[src/dmdc_map.svh]
`ifndef DMDC_MAP_SVH
`define DMDC_MAP_SVH
// Address field positions within the latched 24-bit bus address
`define DMDC_ADDR_W        24
`define DMDC_MB_LO         20
`define DMDC_MB_HI         23
`define DMDC_K64_LO        16
`define DMDC_K64_HI        19
`define DMDC_A20_BIT       20
`define DMDC_MA8_BIT       17
`define DMDC_MA9_BIT       18
// Region codes in 64k units inside the first megabyte
`define DMDC_K256_TOP      4'h4
`define DMDC_K512_TOP      4'h8
`define DMDC_K640_TOP      4'hA
`define DMDC_ROM_BASE      4'hE
// Number of configurations and select width
`define DMDC_CFG_W         3
`define DMDC_CFG_NUM       8
// Reset values
`define DMDC_ADDR_RST      24'h00_0000
`define DMDC_CFG_RST       3'h0
`endif

[src/dmdc_pkg.sv]
package dmdc_pkg;
    `include "dmdc_map.svh"
    typedef logic [`DMDC_ADDR_W-1:0] dmdc_addr_t;
    typedef logic [`DMDC_CFG_W-1:0]  dmdc_cfg_t;
    typedef enum logic [1:0] {
        DMDC_IDLE  = 2'b00,
        DMDC_CYCLE = 2'b01,
        DMDC_REFR  = 2'b10
    } dmdc_state_e;
    // Bank decision for one access
    typedef struct packed {
        logic bank_lo;
        logic bank_hi;
        logic ma8;
        logic ma9;
    } dmdc_map_s;
endpackage : dmdc_pkg

[src/dmdc_cfg_table.sv]
`timescale 1ns/1ps
`include "dmdc_map.svh"
module dmdc_cfg_table (
    // Selection
    input  wire logic               cfg_in,
    input  wire dmdc_pkg::dmdc_cfg_t sel_in,
    input  wire dmdc_pkg::dmdc_addr_t addr_in,
    // Result
    output dmdc_pkg::dmdc_map_s     map_out
);
    import dmdc_pkg::*;
    logic [3:0] mb;
    logic [3:0] k64;
    logic       in_ram;
    // Table of five configurations; codes above four map nothing
    // five configurations
    always_comb begin
        mb      = addr_in[`DMDC_MB_HI:`DMDC_MB_LO];
        k64     = addr_in[`DMDC_K64_HI:`DMDC_K64_LO];
        in_ram  = (mb == 4'h0) && (k64 < `DMDC_K640_TOP);
        map_out = '0;
        map_out.ma8 = addr_in[`DMDC_MA8_BIT];
        map_out.ma9 = addr_in[`DMDC_MA9_BIT];
        if (cfg_in) begin
            unique case (sel_in)
                3'h0: begin
                    map_out.bank_lo = (mb == 4'h0)
                                      && (k64 < `DMDC_K256_TOP);
                end
                3'h1: begin
                    map_out.bank_lo = (mb == 4'h0)
                                      && (k64 < `DMDC_K512_TOP);
                end
                3'h2: begin
                    map_out.bank_lo = (mb == 4'h0)
                                      && (k64 < `DMDC_K512_TOP);
                    // Second bank only fills up to 640k
                    map_out.bank_hi = in_ram
                                      && (k64 >= `DMDC_K512_TOP);
                end
                3'h3: begin
                    map_out.bank_lo = in_ram;
                    map_out.bank_hi = (mb == 4'h1) || (mb == 4'h2)
                                      || (mb == 4'h3);
                    map_out.ma9     = mb[1];
                    map_out.ma8     = mb[0] | addr_in[`DMDC_MA8_BIT];
                end
                3'h4: begin
                    map_out.bank_lo = in_ram;
                    map_out.bank_hi = (mb == 4'h1);
                end
                default: map_out = '0;
            endcase
        end
    end
endmodule : dmdc_cfg_table

[src/dmdc_top.sv]
`timescale 1ns/1ps
`include "dmdc_map.svh"
module dmdc_top (
    // Clock, reset, enable
    input  wire logic                 MCLK_IN,
    input  wire logic                 SRST_IN,
    input  wire logic                 CE_IN,
    // CPU side
    input  wire dmdc_pkg::dmdc_addr_t CPU_ADDR_IN,
    input  wire logic                 ADDR_LATCH_STROBE_IN,
    input  wire logic                 RAM_LATCH_STROBE_IN,
    input  wire logic                 FAST_TIMING_MODE_IN,
    input  wire logic                 CPU_ADDR_BIT20_IN,
    input  wire logic                 ADDR_BIT20_GATE_IN,
    input  wire logic                 CPU_HOLD_ACK_IN,
    input  wire logic                 MEM_READ_IN,
    input  wire logic                 MEM_WORD_IN,
    // System and slot side
    input  wire logic                 DMA_ADDR_ACTIVE_N_IN,
    input  wire logic                 BUS_OWNER_N_IN,
    input  wire logic                 PERIPH_ADDR_BIT16_IN,
    input  wire logic                 REFRESH_REQ_N_IN,
    input  wire logic                 REFRESH_ROW_BIT9_IN,
    input  wire logic                 TIMER_CH2_LEVEL_IN,
    input  wire logic                 CHANNEL_CHECK_N_IN,
    input  wire logic                 PARITY_FAULT_N_IN,
    input  wire logic                 NMI_ENABLE_IN,
    input  wire logic                 PARITY_CHECK_ON_IN,
    // Configuration straps
    input  wire logic                 RAM_CONFIG_SEL_BIT0_IN,
    input  wire logic                 RAM_CONFIG_SEL_BIT1_IN,
    input  wire logic                 RAM_CONFIG_SEL_BIT2_IN,
    // Memory outputs
    output logic                      ROW_STROBE_BANK_LO_OUT,
    output logic                      ROW_STROBE_BANK_HI_OUT,
    output logic                      COL_STROBE_BANK_LO_OUT,
    output logic                      COL_STROBE_BANK_HI_OUT,
    output logic                      PARITY_CHECK_ENABLE_OUT,
    output logic                      DRAM_ADDR_BIT8_OUT,
    output logic                      DRAM_ADDR_BIT9_OUT,
    output logic                      MEM_DATA_DIRECTION_N_OUT,
    output logic                      WORD_ACCESS_FLAG_OUT,
    // Selects and slot address
    output logic                      LOW_MEG_SELECT_N_OUT,
    output logic                      ROM_SELECT_LOW_N_OUT,
    output logic                      ROM_SELECT_HIGH_N_OUT,
    output logic                      GATED_ADDR_BIT20_OUT,
    output logic [6:0]                SLOT_ADDR_HI_OUT,
    output logic                      SLOT_ADDR_OE_OUT,
    output logic                      ADDR_ENABLE_OUT,
    // Status readback and NMI
    output logic [7:0]                CTRL_READBACK_OUT,
    output logic                      NMI_OUT
);
    import dmdc_pkg::*;

    // Two-flop synchronisers for seven of the pin inputs
    localparam int NSYNC = 7;
    logic [NSYNC-1:0] sync_d;
    logic [NSYNC-1:0] s1_reg;
    logic [NSYNC-1:0] s1_next;
    logic [NSYNC-1:0] s2_reg;
    logic [NSYNC-1:0] s2_next;
    assign sync_d = {REFRESH_REQ_N_IN, TIMER_CH2_LEVEL_IN,
                     CHANNEL_CHECK_N_IN, PARITY_FAULT_N_IN,
                     BUS_OWNER_N_IN, DMA_ADDR_ACTIVE_N_IN,
                     PERIPH_ADDR_BIT16_IN};
    logic refresh_n_s;
    logic timer_s;
    logic chk_n_s;
    logic par_n_s;
    logic owner_n_s;
    logic dma_n_s;
    logic periph_addr_bit16_s;
    assign {refresh_n_s, timer_s, chk_n_s, par_n_s, owner_n_s,
            dma_n_s, periph_addr_bit16_s} = s2_reg;

    // Strobe edge detection and latched state
    dmdc_state_e state_reg;
    dmdc_state_e state_next;
    dmdc_addr_t  addr_reg;
    dmdc_addr_t  addr_next;
    dmdc_cfg_t   cfg_reg;
    dmdc_cfg_t   cfg_next;
    logic        ale_d_reg;
    logic        ale_d_next;
    logic        rom_lo_reg;
    logic        rom_lo_next;
    logic        rom_hi_reg;
    logic        rom_hi_next;
    logic        nmi_reg;
    logic        nmi_next;
    logic        cfg_ok_reg;
    logic        cfg_ok_next;
    logic        latch_src;
    logic        ale_rise;
    logic        rom_hit;
    dmdc_map_s   map;

    dmdc_cfg_table u_table (
        .cfg_in  (cfg_ok_reg),
        .sel_in  (cfg_reg),
        .addr_in (addr_reg),
        .map_out (map)
    );

    function automatic logic is_rom(input dmdc_addr_t a);
        is_rom = (a[`DMDC_MB_HI:`DMDC_MB_LO] == 4'h0)
                 && (a[`DMDC_K64_HI:`DMDC_K64_LO] >= `DMDC_ROM_BASE);
    endfunction : is_rom

    always_comb begin
        s1_next     = sync_d;
        s2_next     = s1_reg;
        latch_src   = FAST_TIMING_MODE_IN ? RAM_LATCH_STROBE_IN
                                          : ADDR_LATCH_STROBE_IN;
        ale_d_next  = latch_src;
        ale_rise    = latch_src && !ale_d_reg;
        state_next  = state_reg;
        addr_next   = addr_reg;
        rom_lo_next = rom_lo_reg;
        rom_hi_next = rom_hi_reg;
        cfg_next    = cfg_reg;
        cfg_ok_next = cfg_ok_reg;
        if (!cfg_ok_reg) begin
            cfg_next    = {RAM_CONFIG_SEL_BIT2_IN, RAM_CONFIG_SEL_BIT1_IN,
                           RAM_CONFIG_SEL_BIT0_IN};
            cfg_ok_next = 1'b1;
        end
        rom_hit = is_rom(CPU_ADDR_IN);
        unique case (state_reg)
            DMDC_IDLE, DMDC_CYCLE: begin
                if (!refresh_n_s) begin
                    state_next = DMDC_REFR;
                end else if (ale_rise) begin
                    state_next  = DMDC_CYCLE;
                    addr_next   = CPU_ADDR_IN;
                    rom_lo_next = rom_hit && !periph_addr_bit16_s;
                    rom_hi_next = rom_hit && periph_addr_bit16_s;
                end
            end
            DMDC_REFR: begin
                if (refresh_n_s) begin
                    state_next = DMDC_IDLE;
                end
            end
            default: state_next = DMDC_IDLE;
        endcase
        nmi_next = NMI_ENABLE_IN && (!chk_n_s
                   || (!par_n_s && PARITY_CHECK_ON_IN));
    end

    always_ff @(posedge MCLK_IN) begin
        if (SRST_IN) begin
            s1_reg     <= '1;
            s2_reg     <= '1;
            state_reg  <= DMDC_IDLE;
            addr_reg   <= `DMDC_ADDR_RST;
            cfg_reg    <= `DMDC_CFG_RST;
            cfg_ok_reg <= 1'b0;
            ale_d_reg  <= 1'b0;
            rom_lo_reg <= 1'b0;
            rom_hi_reg <= 1'b0;
            nmi_reg    <= 1'b0;
        end else if (CE_IN) begin
            s1_reg     <= s1_next;
            s2_reg     <= s2_next;
            state_reg  <= state_next;
            addr_reg   <= addr_next;
            cfg_reg    <= cfg_next;
            cfg_ok_reg <= cfg_ok_next;
            ale_d_reg  <= ale_d_next;
            rom_lo_reg <= rom_lo_next;
            rom_hi_reg <= rom_hi_next;
            nmi_reg    <= nmi_next;
        end
    end

    logic in_cycle;
    logic in_refr;
    assign in_cycle = (state_reg == DMDC_CYCLE);
    assign in_refr  = (state_reg == DMDC_REFR);

    always_comb begin
        ROW_STROBE_BANK_LO_OUT = in_refr || (in_cycle && map.bank_lo);
        ROW_STROBE_BANK_HI_OUT = in_refr || (in_cycle && map.bank_hi);
        COL_STROBE_BANK_LO_OUT = in_cycle && map.bank_lo;
        COL_STROBE_BANK_HI_OUT = in_cycle && map.bank_hi;
        PARITY_CHECK_ENABLE_OUT = COL_STROBE_BANK_LO_OUT
                                  || COL_STROBE_BANK_HI_OUT;
        // refresh bit 9 onto bit 8
        DRAM_ADDR_BIT8_OUT = in_refr ? REFRESH_ROW_BIT9_IN : map.ma8;
        DRAM_ADDR_BIT9_OUT = map.ma9;
        MEM_DATA_DIRECTION_N_OUT = MEM_READ_IN;
        WORD_ACCESS_FLAG_OUT = in_cycle && MEM_WORD_IN
                               && (map.bank_lo || map.bank_hi);
        LOW_MEG_SELECT_N_OUT = !(in_cycle
            && addr_reg[`DMDC_MB_HI:`DMDC_MB_LO] == 4'h0);
        ROM_SELECT_LOW_N_OUT  = !(in_cycle && rom_lo_reg);
        ROM_SELECT_HIGH_N_OUT = !(in_cycle && rom_hi_reg);
        GATED_ADDR_BIT20_OUT = CPU_ADDR_BIT20_IN && ADDR_BIT20_GATE_IN;
        SLOT_ADDR_HI_OUT = addr_reg[`DMDC_MB_HI:`DMDC_MA8_BIT];
        SLOT_ADDR_OE_OUT = owner_n_s;
        ADDR_ENABLE_OUT = owner_n_s && !CPU_HOLD_ACK_IN && dma_n_s;
        CTRL_READBACK_OUT = {!par_n_s, !chk_n_s, timer_s, 5'h00};
        NMI_OUT = nmi_reg;
    end
endmodule : dmdc_top

[config.mk]
export PLATFORM = sky130hd
export DESIGN_NAME = dmdc_top
export DESIGN_NICKNAME = d
export VERILOG_FILES = /design/src/dmdc_pkg.sv /design/src/dmdc_cfg_table.sv /design/src/dmdc_top.sv
export VERILOG_INCLUDE_DIRS = /design/src
export SDC_FILE = /design/constraint.sdc
export NUM_CORES = 1
export LEC_CHECK = 0
export ABC_AREA = 1
export BUFFER_PORTS_ARGS = -buffer_cell sky130_fd_sc_hd__buf_2
export CAP_MARGIN = 10
export CORE_ASPECT_RATIO = 2
export CORE_UTILIZATION = 48
export DETAILED_ROUTE_END_ITERATION = 6
export HOLD_SLACK_MARGIN = 0.02
export PLACE_DENSITY = 0.86
export SYNTH_ARGS = -nofsm -noshare
export SYNTH_HDL_FRONTEND = slang
export SYNTH_SLANG_ARGS = --single-unit
[constraint.sdc]
create_clock -name MCLK_IN -period 2.5 [get_ports MCLK_IN]
set_input_delay 0.25 -clock MCLK_IN [delete_from_list [all_inputs] [get_ports MCLK_IN]]
set_output_delay 0.25 -clock MCLK_IN [all_outputs]
set_load 0.02 [all_outputs]
Word level (Yosys, flattened, before mapping)
Index checks and enable logic that the tools add are counted.
{ "totals": {"ff_bits": 48, "input_bits": 48, "out_inout_bits": 31} }
{ "op_classes": {"order_cmp": 5, "eq_ne": 11, "muxes": 10, "bitwise": 2, "reduce_logical": 46} }
{ "ops": {"columns": ["op", "n"], "rows": [
  ["logical AND 1 bit", 20],
  ["equality test 4 x 2 -> 1 bit (second input constant)", 2],
  [">= comparator 4 bit (second input constant)", 2],
  ["logical NOT 1 bit", 8],
  ["logical NOT 4 bit", 2],
  ["less-than comparator 4 bit (second input constant)", 2],
  ["one-hot mux 2 bit (2 select lines)", 2],
  ["logical OR 1 bit", 7],
  ["equality test 3 x 2 -> 1 bit (second input constant)", 2],
  ["2-to-1 mux 2 bit", 3],
  ["one-hot mux 1 bit (3 select lines)", 2],
  ["OR reduction 2 bit", 3],
  ["equality test 4 x 1 -> 1 bit (second input constant)", 1],
  ["less-than comparator 4 x 3 -> 1 bit (second input constant)", 1],
  ["2-to-1 mux 4 bit", 1],
  ["AND reduction 4 bit", 1],
  ["OR reduction 4 bit", 1],
  ["equality test 3 x 1 -> 1 bit (second input constant)", 1],
  ["equality test 3 bit (second input constant)", 1],
  ["logical NOT 3 bit", 1],
  ["inequality test 3 bit (second input constant)", 1],
  ["AND reduction 3 bit", 1],
  ["equality test 2 x 1 -> 1 bit (second input constant)", 1],
  ["equality test 2 bit (second input constant)", 1],
  ["other kinds (6)", 7]
]} }

Depth between registers and ports, before layout
{ "depth": {"depth_word": 7, "depth_mapped": 8} }

Modules after synthesis
From an unflattened synthesis, not the netlist that was laid out.
{ "hier_totals": {"cells_unflattened": 371, "hier_area_um2": 2461.1} }
{ "by_module_without_submodules": {"columns": ["mod", "n_inst", "cells_each", "area_each_um2", "seq_area_each_um2"], "rows": [
  ["dmdc_top", 1, 327, 2263.4, 960.9],
  ["dmdc_cfg_table", 1, 44, 197.7, 0.0]
]} }

Worst setup path before layout
OpenSTA, ideal clock, no wires.
{ "synth_path": {"path_kind": "reg-to-output", "start": "reg cfg_reg[0]", "end": "out DRAM_ADDR_BIT8_OUT", "arrival_time_ns": 1.172, "slack_ns": 1.078, "path_stages_with_launch": 6, "path_buffers": 0, "path_cell_list": "dfxtp_1 nor2_1 nor2_1 nand2_1 o21ai_0 o21ai_0"} }
{ "synth_between": {"elab_chain_cells": 5, "elab_cells_between_ends": 9, "classes_between": "4 x eq/ne; 3 x mux; 2 x reduce/logical"} }
{ "synth_rtl": {"columns": ["item", "line", "rtl"], "rows": [
  ["start, declared", "dmdc_top.sv:83", "dmdc_cfg_t cfg_reg;"],
  ["start signal, assigned", "dmdc_top.sv:159", "cfg_reg <= `DMDC_CFG_RST;"],
  ["start signal, assigned", "dmdc_top.sv:170", "cfg_reg <= cfg_next;"],
  ["equality test 3 x 1 -> 1 bit (tied with other cells)", "dmdc_cfg_table.sv:25", "unique case (sel_in)"],
  ["OR reduction 4 bit (no line)", null, null],
  ["one-hot mux 2 bit (2 select lines) *", "dmdc_cfg_table.sv:25", null],
  ["2-to-1 mux 4 bit *", "dmdc_cfg_table.sv:24", "if (cfg_in) begin"],
  ["2-to-1 mux 1 bit *", "dmdc_top.sv:192", "DRAM_ADDR_BIT8_OUT = in_refr ? REFRESH_ROW_BIT9_IN : map.ma8;"],
  ["end, declared", "dmdc_top.sv:39", "output logic DRAM_ADDR_BIT8_OUT,"]
]} }
Every way passes the cells marked *; elsewhere a longest branch is shown, timed or not.

Worst setup path in the final report
{ "layout_path": {"start": "reg cfg_reg[0]", "end": "out ROW_STROBE_BANK_HI_OUT"} }
{ "layout_between": {"elab_chain_cells": 5, "elab_cells_between_ends": 7, "classes_between": "3 x eq/ne; 2 x mux; 2 x reduce/logical"} }
{ "layout_rtl": {"columns": ["item", "line", "rtl"], "rows": [
  ["equality test 3 bit / equality test 3 x 2 -> 1 bit (equally long branches)", "dmdc_cfg_table.sv:25", null],
  ["one-hot mux 1 bit (3 select lines) *", "dmdc_cfg_table.sv:25", null],
  ["2-to-1 mux 4 bit *", "dmdc_cfg_table.sv:24", null],
  ["logical AND 1 bit *", "dmdc_top.sv:186", "ROW_STROBE_BANK_HI_OUT = in_refr || (in_cycle && map.bank_hi);"],
  ["logical OR 1 bit *", "dmdc_top.sv:186", null],
  ["end, declared", "dmdc_top.sv:35", "output logic ROW_STROBE_BANK_HI_OUT,"]
]} }
Marks and branches as above.

==> tab_implementation.tex <==
\begin{tabular}{lr}
\hline
Metric & Value \\
\hline
\multicolumn{2}{l}{\textbf{Outcome}} \\
\quad Outcome & finished, final reports clean \\
\multicolumn{2}{l}{\textbf{STA}} \\
\quad Share of the cycle needed by the critical path after routing & between 70\% and 80\% \\
\quad Unrepaired setup endpoints after global routing & no \\
\quad Max transition margin & roughly three fifths \\
\quad Worst Hold Slack & 0.173 ns \\
\quad Worst Setup Slack, final & between 0.7 and 0.8 ns \\
\quad Total count of max-transition violations in the final report & 0 \\
\quad Clock skew after layout & 0.00167 ns \\
\quad Fin Setup TNS & 0 ns \\
\quad Hold Fails Final Rpt & 0 \\
\quad Maximum clock frequency & $\sim$560 MHz \\
\quad \# setup viols final & 0 \\
\quad Final Critical Period & 1.79 ns \\
\quad Least-Margin Pin Slew & $\sim$0.63 ns \\
\multicolumn{2}{l}{\textbf{Worst setup path}} \\
\quad CP Data Arrival Time & 1.54 ns \\
\quad Critical path required time & between 2 and 2.5 ns \\
\quad Worst Setup End Kind & output pin \\
\quad Critical path startpoint category & flip-flop \\
\quad Crit Path Max Fanout & 5 \\
\quad Crit Reg-Reg Endpoint & addr\_reg[17]\$\_SDFFE\_PP0P\_ \\
\quad Critical R2R Launch & state\_reg[1]\$\_SDFFE\_PP0P\_ \\
\quad Worst Setup Path Type & reg -> out \\
\quad Worst reg-to-reg setup slack & approximately 1.2 ns \\
\quad R2r worst-path depth & 6 \\
\multicolumn{2}{l}{\textbf{Power and ir drop}} \\
\quad Sw power & roughly 0.34 mW \\
\quad Portion of total power attributed to sequential cells & 49.2\% \\
\quad Leakage power of the design & between 0.9 and 1 nW \\
\quad Internal power component & between 0.7 and 0.8 mW \\
\quad Switching Share & between 20 and 30\% \\
\quad Maximum resistive drop on vdd & around 0.45 mV \\
\quad Gate power share & a little under a fifth \\
\quad PD cells & about 630 nW/µm² \\
\quad Clock group share of total power & roughly 33\% \\
\multicolumn{2}{l}{\textbf{GRT}} \\
\quad GRT Resource Usage Total & between 20\% and 30\% \\
\quad Antenna violations before repair & 0 \\
\quad GR Overflow Total & 0 \\
\quad Global-route wire length before repair & around 5500 µm \\
\quad Via count of the first global-routing pass & between 1k and 1.5k \\
\quad Largest net degree at the start of global routing & 25 \\
\multicolumn{2}{l}{\textbf{Synth}} \\
\quad Post-synthesis instance area & between 1500 and 2000 µm² \\
\quad Area fraction of the dominant cell type after synthesis & between 30 and 40\% \\
\quad Most area-hungry cell type in the Yosys netlist & sky130\_fd\_sc\_hd\_\_dfxtp\_1 \\
\quad Post-Synthesis Cells & between 200 and 250 \\
\quad Sequential element share of the synthesized area & around two fifths \\
\quad Number of different library cells in the post-synthesis netlist & 22 \\
\quad Average cell area after synthesis & $\sim$6.6 µm² \\
\quad Register bit total from synthesis & 31 \\
\quad Top cells by area in the synthesized netlist & sky130\_fd\_sc\_hd\_\_dfxtp\_1, sky130\_fd\_sc\_hd\_\_nand2\_1, sky130\_fd\_sc\_hd\_\_nor2\_1 \\
\quad Total number of yosys warnings & 0 \\
\multicolumn{2}{l}{\textbf{Placement}} \\
\quad Number of placed cells counting well taps & between 300 and 400 \\
\quad HPWL after detailed placement & 2510 µm \\
\quad Setup Slack @ Placement & 1.01 ns \\
\quad Final GP Congestion & 0.969 \\
\quad Number of buffer cells added on primary ports & 54 \\
\multicolumn{2}{l}{\textbf{Clocking}} \\
\quad Clock buffer count from CTS & 5 \\
\quad CTS max path bufs & 2 \\
\quad Clock tree root buffer cell & sky130\_fd\_sc\_hd\_\_clkbuf\_8 \\
\quad \# H-tree levels & 2 \\
\quad CTS tree & built \\
\quad Postcts setup bufs & 0 \\
\quad CTS clk-pin slew, worst paths & around 0.060 ns \\
\quad Worst-Skew Late Latency & 0.28 ns \\
\quad Hold\_buf cts & 0 \\
\quad PostCTS Resize Cnt & 0 \\
\quad Count of clock tree sinks & 31 \\
\multicolumn{2}{l}{\textbf{Detailed routing}} \\
\quad Vias after detailed routing & about 1.6k \\
\quad Post-DRT Antenna Nets & 0 \\
\quad First drt pass iteration count & 4 \\
\quad Ratio of routed vias to standard cells & 5.03 \\
\quad Wire length after detailed routing & approximately 3400 µm \\
\quad Detailed router's first-iteration violation count & 26 \\
\quad Number of remaining DRC errors & 0 \\
\quad Routed wire length per instance & 11.0 µm \\
\multicolumn{2}{l}{\textbf{Die}} \\
\quad Number of top-level pins & 79 \\
\quad Horizontal die dimension & $\sim$42 µm \\
\quad Die footprint & 3480 µm² \\
\quad Initial Util & between 50\% and 60\% \\
\quad Height of the die & approximately 80 µm \\
\quad Core Area & approximately 3000 µm² \\
\quad Cell Rows & 28 \\
\multicolumn{2}{l}{\textbf{Worst hold path}} \\
\quad Start point of the worst min-delay path & BUS\_OWNER\_N\_IN \\
\quad Cell count of the worst hold path & 3 \\
\quad Endpoint with the worst hold slack & s1\_reg[2]\$\_SDFFE\_PP1P\_ \\
\quad Class of the worst hold path & in -> reg \\
\multicolumn{2}{l}{\textbf{Finish}} \\
\quad Fin util & about 60\% \\
\quad Layout cell share with drive strength beyond 1 & 23.2\% \\
\quad ANT cells & 0 \\
\quad Layout Cells excl Fill & 310 \\
\quad Area delta synth->final & 16.4\% \\
\quad Final \#Nets & about 330 \\
\multicolumn{2}{l}{\textbf{Job}} \\
\quad MaxCap Viol Count & 0 \\
\hline
\end{tabular}
## critical path, cell delays in order (launching register included)
cell,delay (ns)
sky130_fd_sc_hd__dfxtp_1,0.34
sky130_fd_sc_hd__nor2_1,0.24
sky130_fd_sc_hd__nand3_1,0.11
sky130_fd_sc_hd__nand2_1,0.07
sky130_fd_sc_hd__nand2_1,0.07
sky130_fd_sc_hd__nand2_1,0.08
sky130_fd_sc_hd__nand3_1,0.10
sky130_fd_sc_hd__nand2_1,0.09
sky130_fd_sc_hd__buf_2,0.16
## cell families after synthesis
family                 count (synthesis)  share of synthesized area (%)
and+or+nand+nor                      122                           32.3
AOI/OAI and AO/OA                     34                           11.6
other                                  1                          0.242
DFF                                   31                           40.0
buffers and inverters                 48                           15.9
## placed cells by master (no fill, tap or decap), drive strengths merged
master	synthesis	final
nor2	38	38
clkinv	0	1
dfxtp	31	31
a21oi	13	13
conb	1	5
nand2	62	62
o31ai	1	1
nand3	17	17
buf	19	54
o21ai	20	20
nand4	3	3
inv	26	26
nor3b	1	1
nor3	1	1
clkbuf	3	7
## how the worst max path moves through the flow
stage / startpoint / end / cells after the start
6_report: cfg_reg[0]$_SDFFE_PP0P_ / ROW_STROBE_BANK_HI_OUT / 8
5_1_grt: cfg_reg[1]$_SDFFE_PP0P_ / PARITY_CHECK_ENABLE_OUT / 9
4_1_cts: state_reg[0]$_SDFFE_PP0P_ / ROW_STROBE_BANK_HI_OUT / 5
3_5_place_dp: state_reg[0]$_SDFFE_PP0P_ / ROW_STROBE_BANK_HI_OUT / 5
3_3_place_gp: cfg_reg[0]$_SDFFE_PP0P_ / PARITY_CHECK_ENABLE_OUT / 8
2_1_floorplan: cfg_reg[0]$_SDFFE_PP0P_ / DRAM_ADDR_BIT8_OUT / 5
## cell usage after synthesis
master                     count
sky130_fd_sc_hd__o21ai_2       1
sky130_fd_sc_hd__nand4_1       3
sky130_fd_sc_hd__buf_6         1
sky130_fd_sc_hd__nor2_1       37
sky130_fd_sc_hd__clkbuf_1      2
sky130_fd_sc_hd__nor3_1        1
sky130_fd_sc_hd__conb_1        1
sky130_fd_sc_hd__o21ai_0      19
sky130_fd_sc_hd__inv_1        25
sky130_fd_sc_hd__clkbuf_2      1
sky130_fd_sc_hd__o31ai_1       1
sky130_fd_sc_hd__buf_4        14
sky130_fd_sc_hd__buf_2         4
sky130_fd_sc_hd__nand2_2       1
sky130_fd_sc_hd__inv_2         1
sky130_fd_sc_hd__dfxtp_1      31
sky130_fd_sc_hd__nand2_1      61
sky130_fd_sc_hd__nor2_4        1
sky130_fd_sc_hd__nand3_1      17
sky130_fd_sc_hd__a21oi_2       1
sky130_fd_sc_hd__a21oi_1      12
sky130_fd_sc_hd__nor3b_1       1
## cell type report
class                           instances  area [µm²]
Inverter                               26        97.6
Timing Repair Buffer                   54         270
Clock buffer                            7        76.3
Multi-Input combinational cell        161         701
Clock inverter                          1        5.00
Fill cell                             320        1200
Sequential cell                        31         621
Tap cell                               30        37.5
## routing by layer
| layer | vias up | GRT usage (%) | wire length, µm |
|---|---|---|---|
| met5 | - | 0 | 0 |
| met4 | 0 | 14.4 | 125 |
| met3 | 12 | 5.43 | 153 |
| met2 | 55 | 38.9 | 1900 |
| met1 | 689 | 19.9 | 1220 |
| li1 | 803 | - | - |
## power by group through the flow
stage,Clock (mW),Combinational [mW],Sequential [mW]
2_1_floorplan,0,0.167,0.561
3_3_place_gp,0,0.204,0.566
3_5_place_dp,0,0.208,0.567
4_1_cts,0.380,0.209,0.557
5_1_grt,0.404,0.234,0.562
6_report,0.368,0.208,0.557
## stage by stage
| step | cell area [µm²] | total power [mW] |
|---|---|---|
| floorplan | 1570 | 0.728 |
| global placement | 1730 | 0.770 |
| detailed placement | 1730 | 0.775 |
| CTS | 1810 | 1.15 |
| global route | 1810 | 1.20 |
| finish | 1810 | 1.13 |
Power figures use the tool's default switching activity.
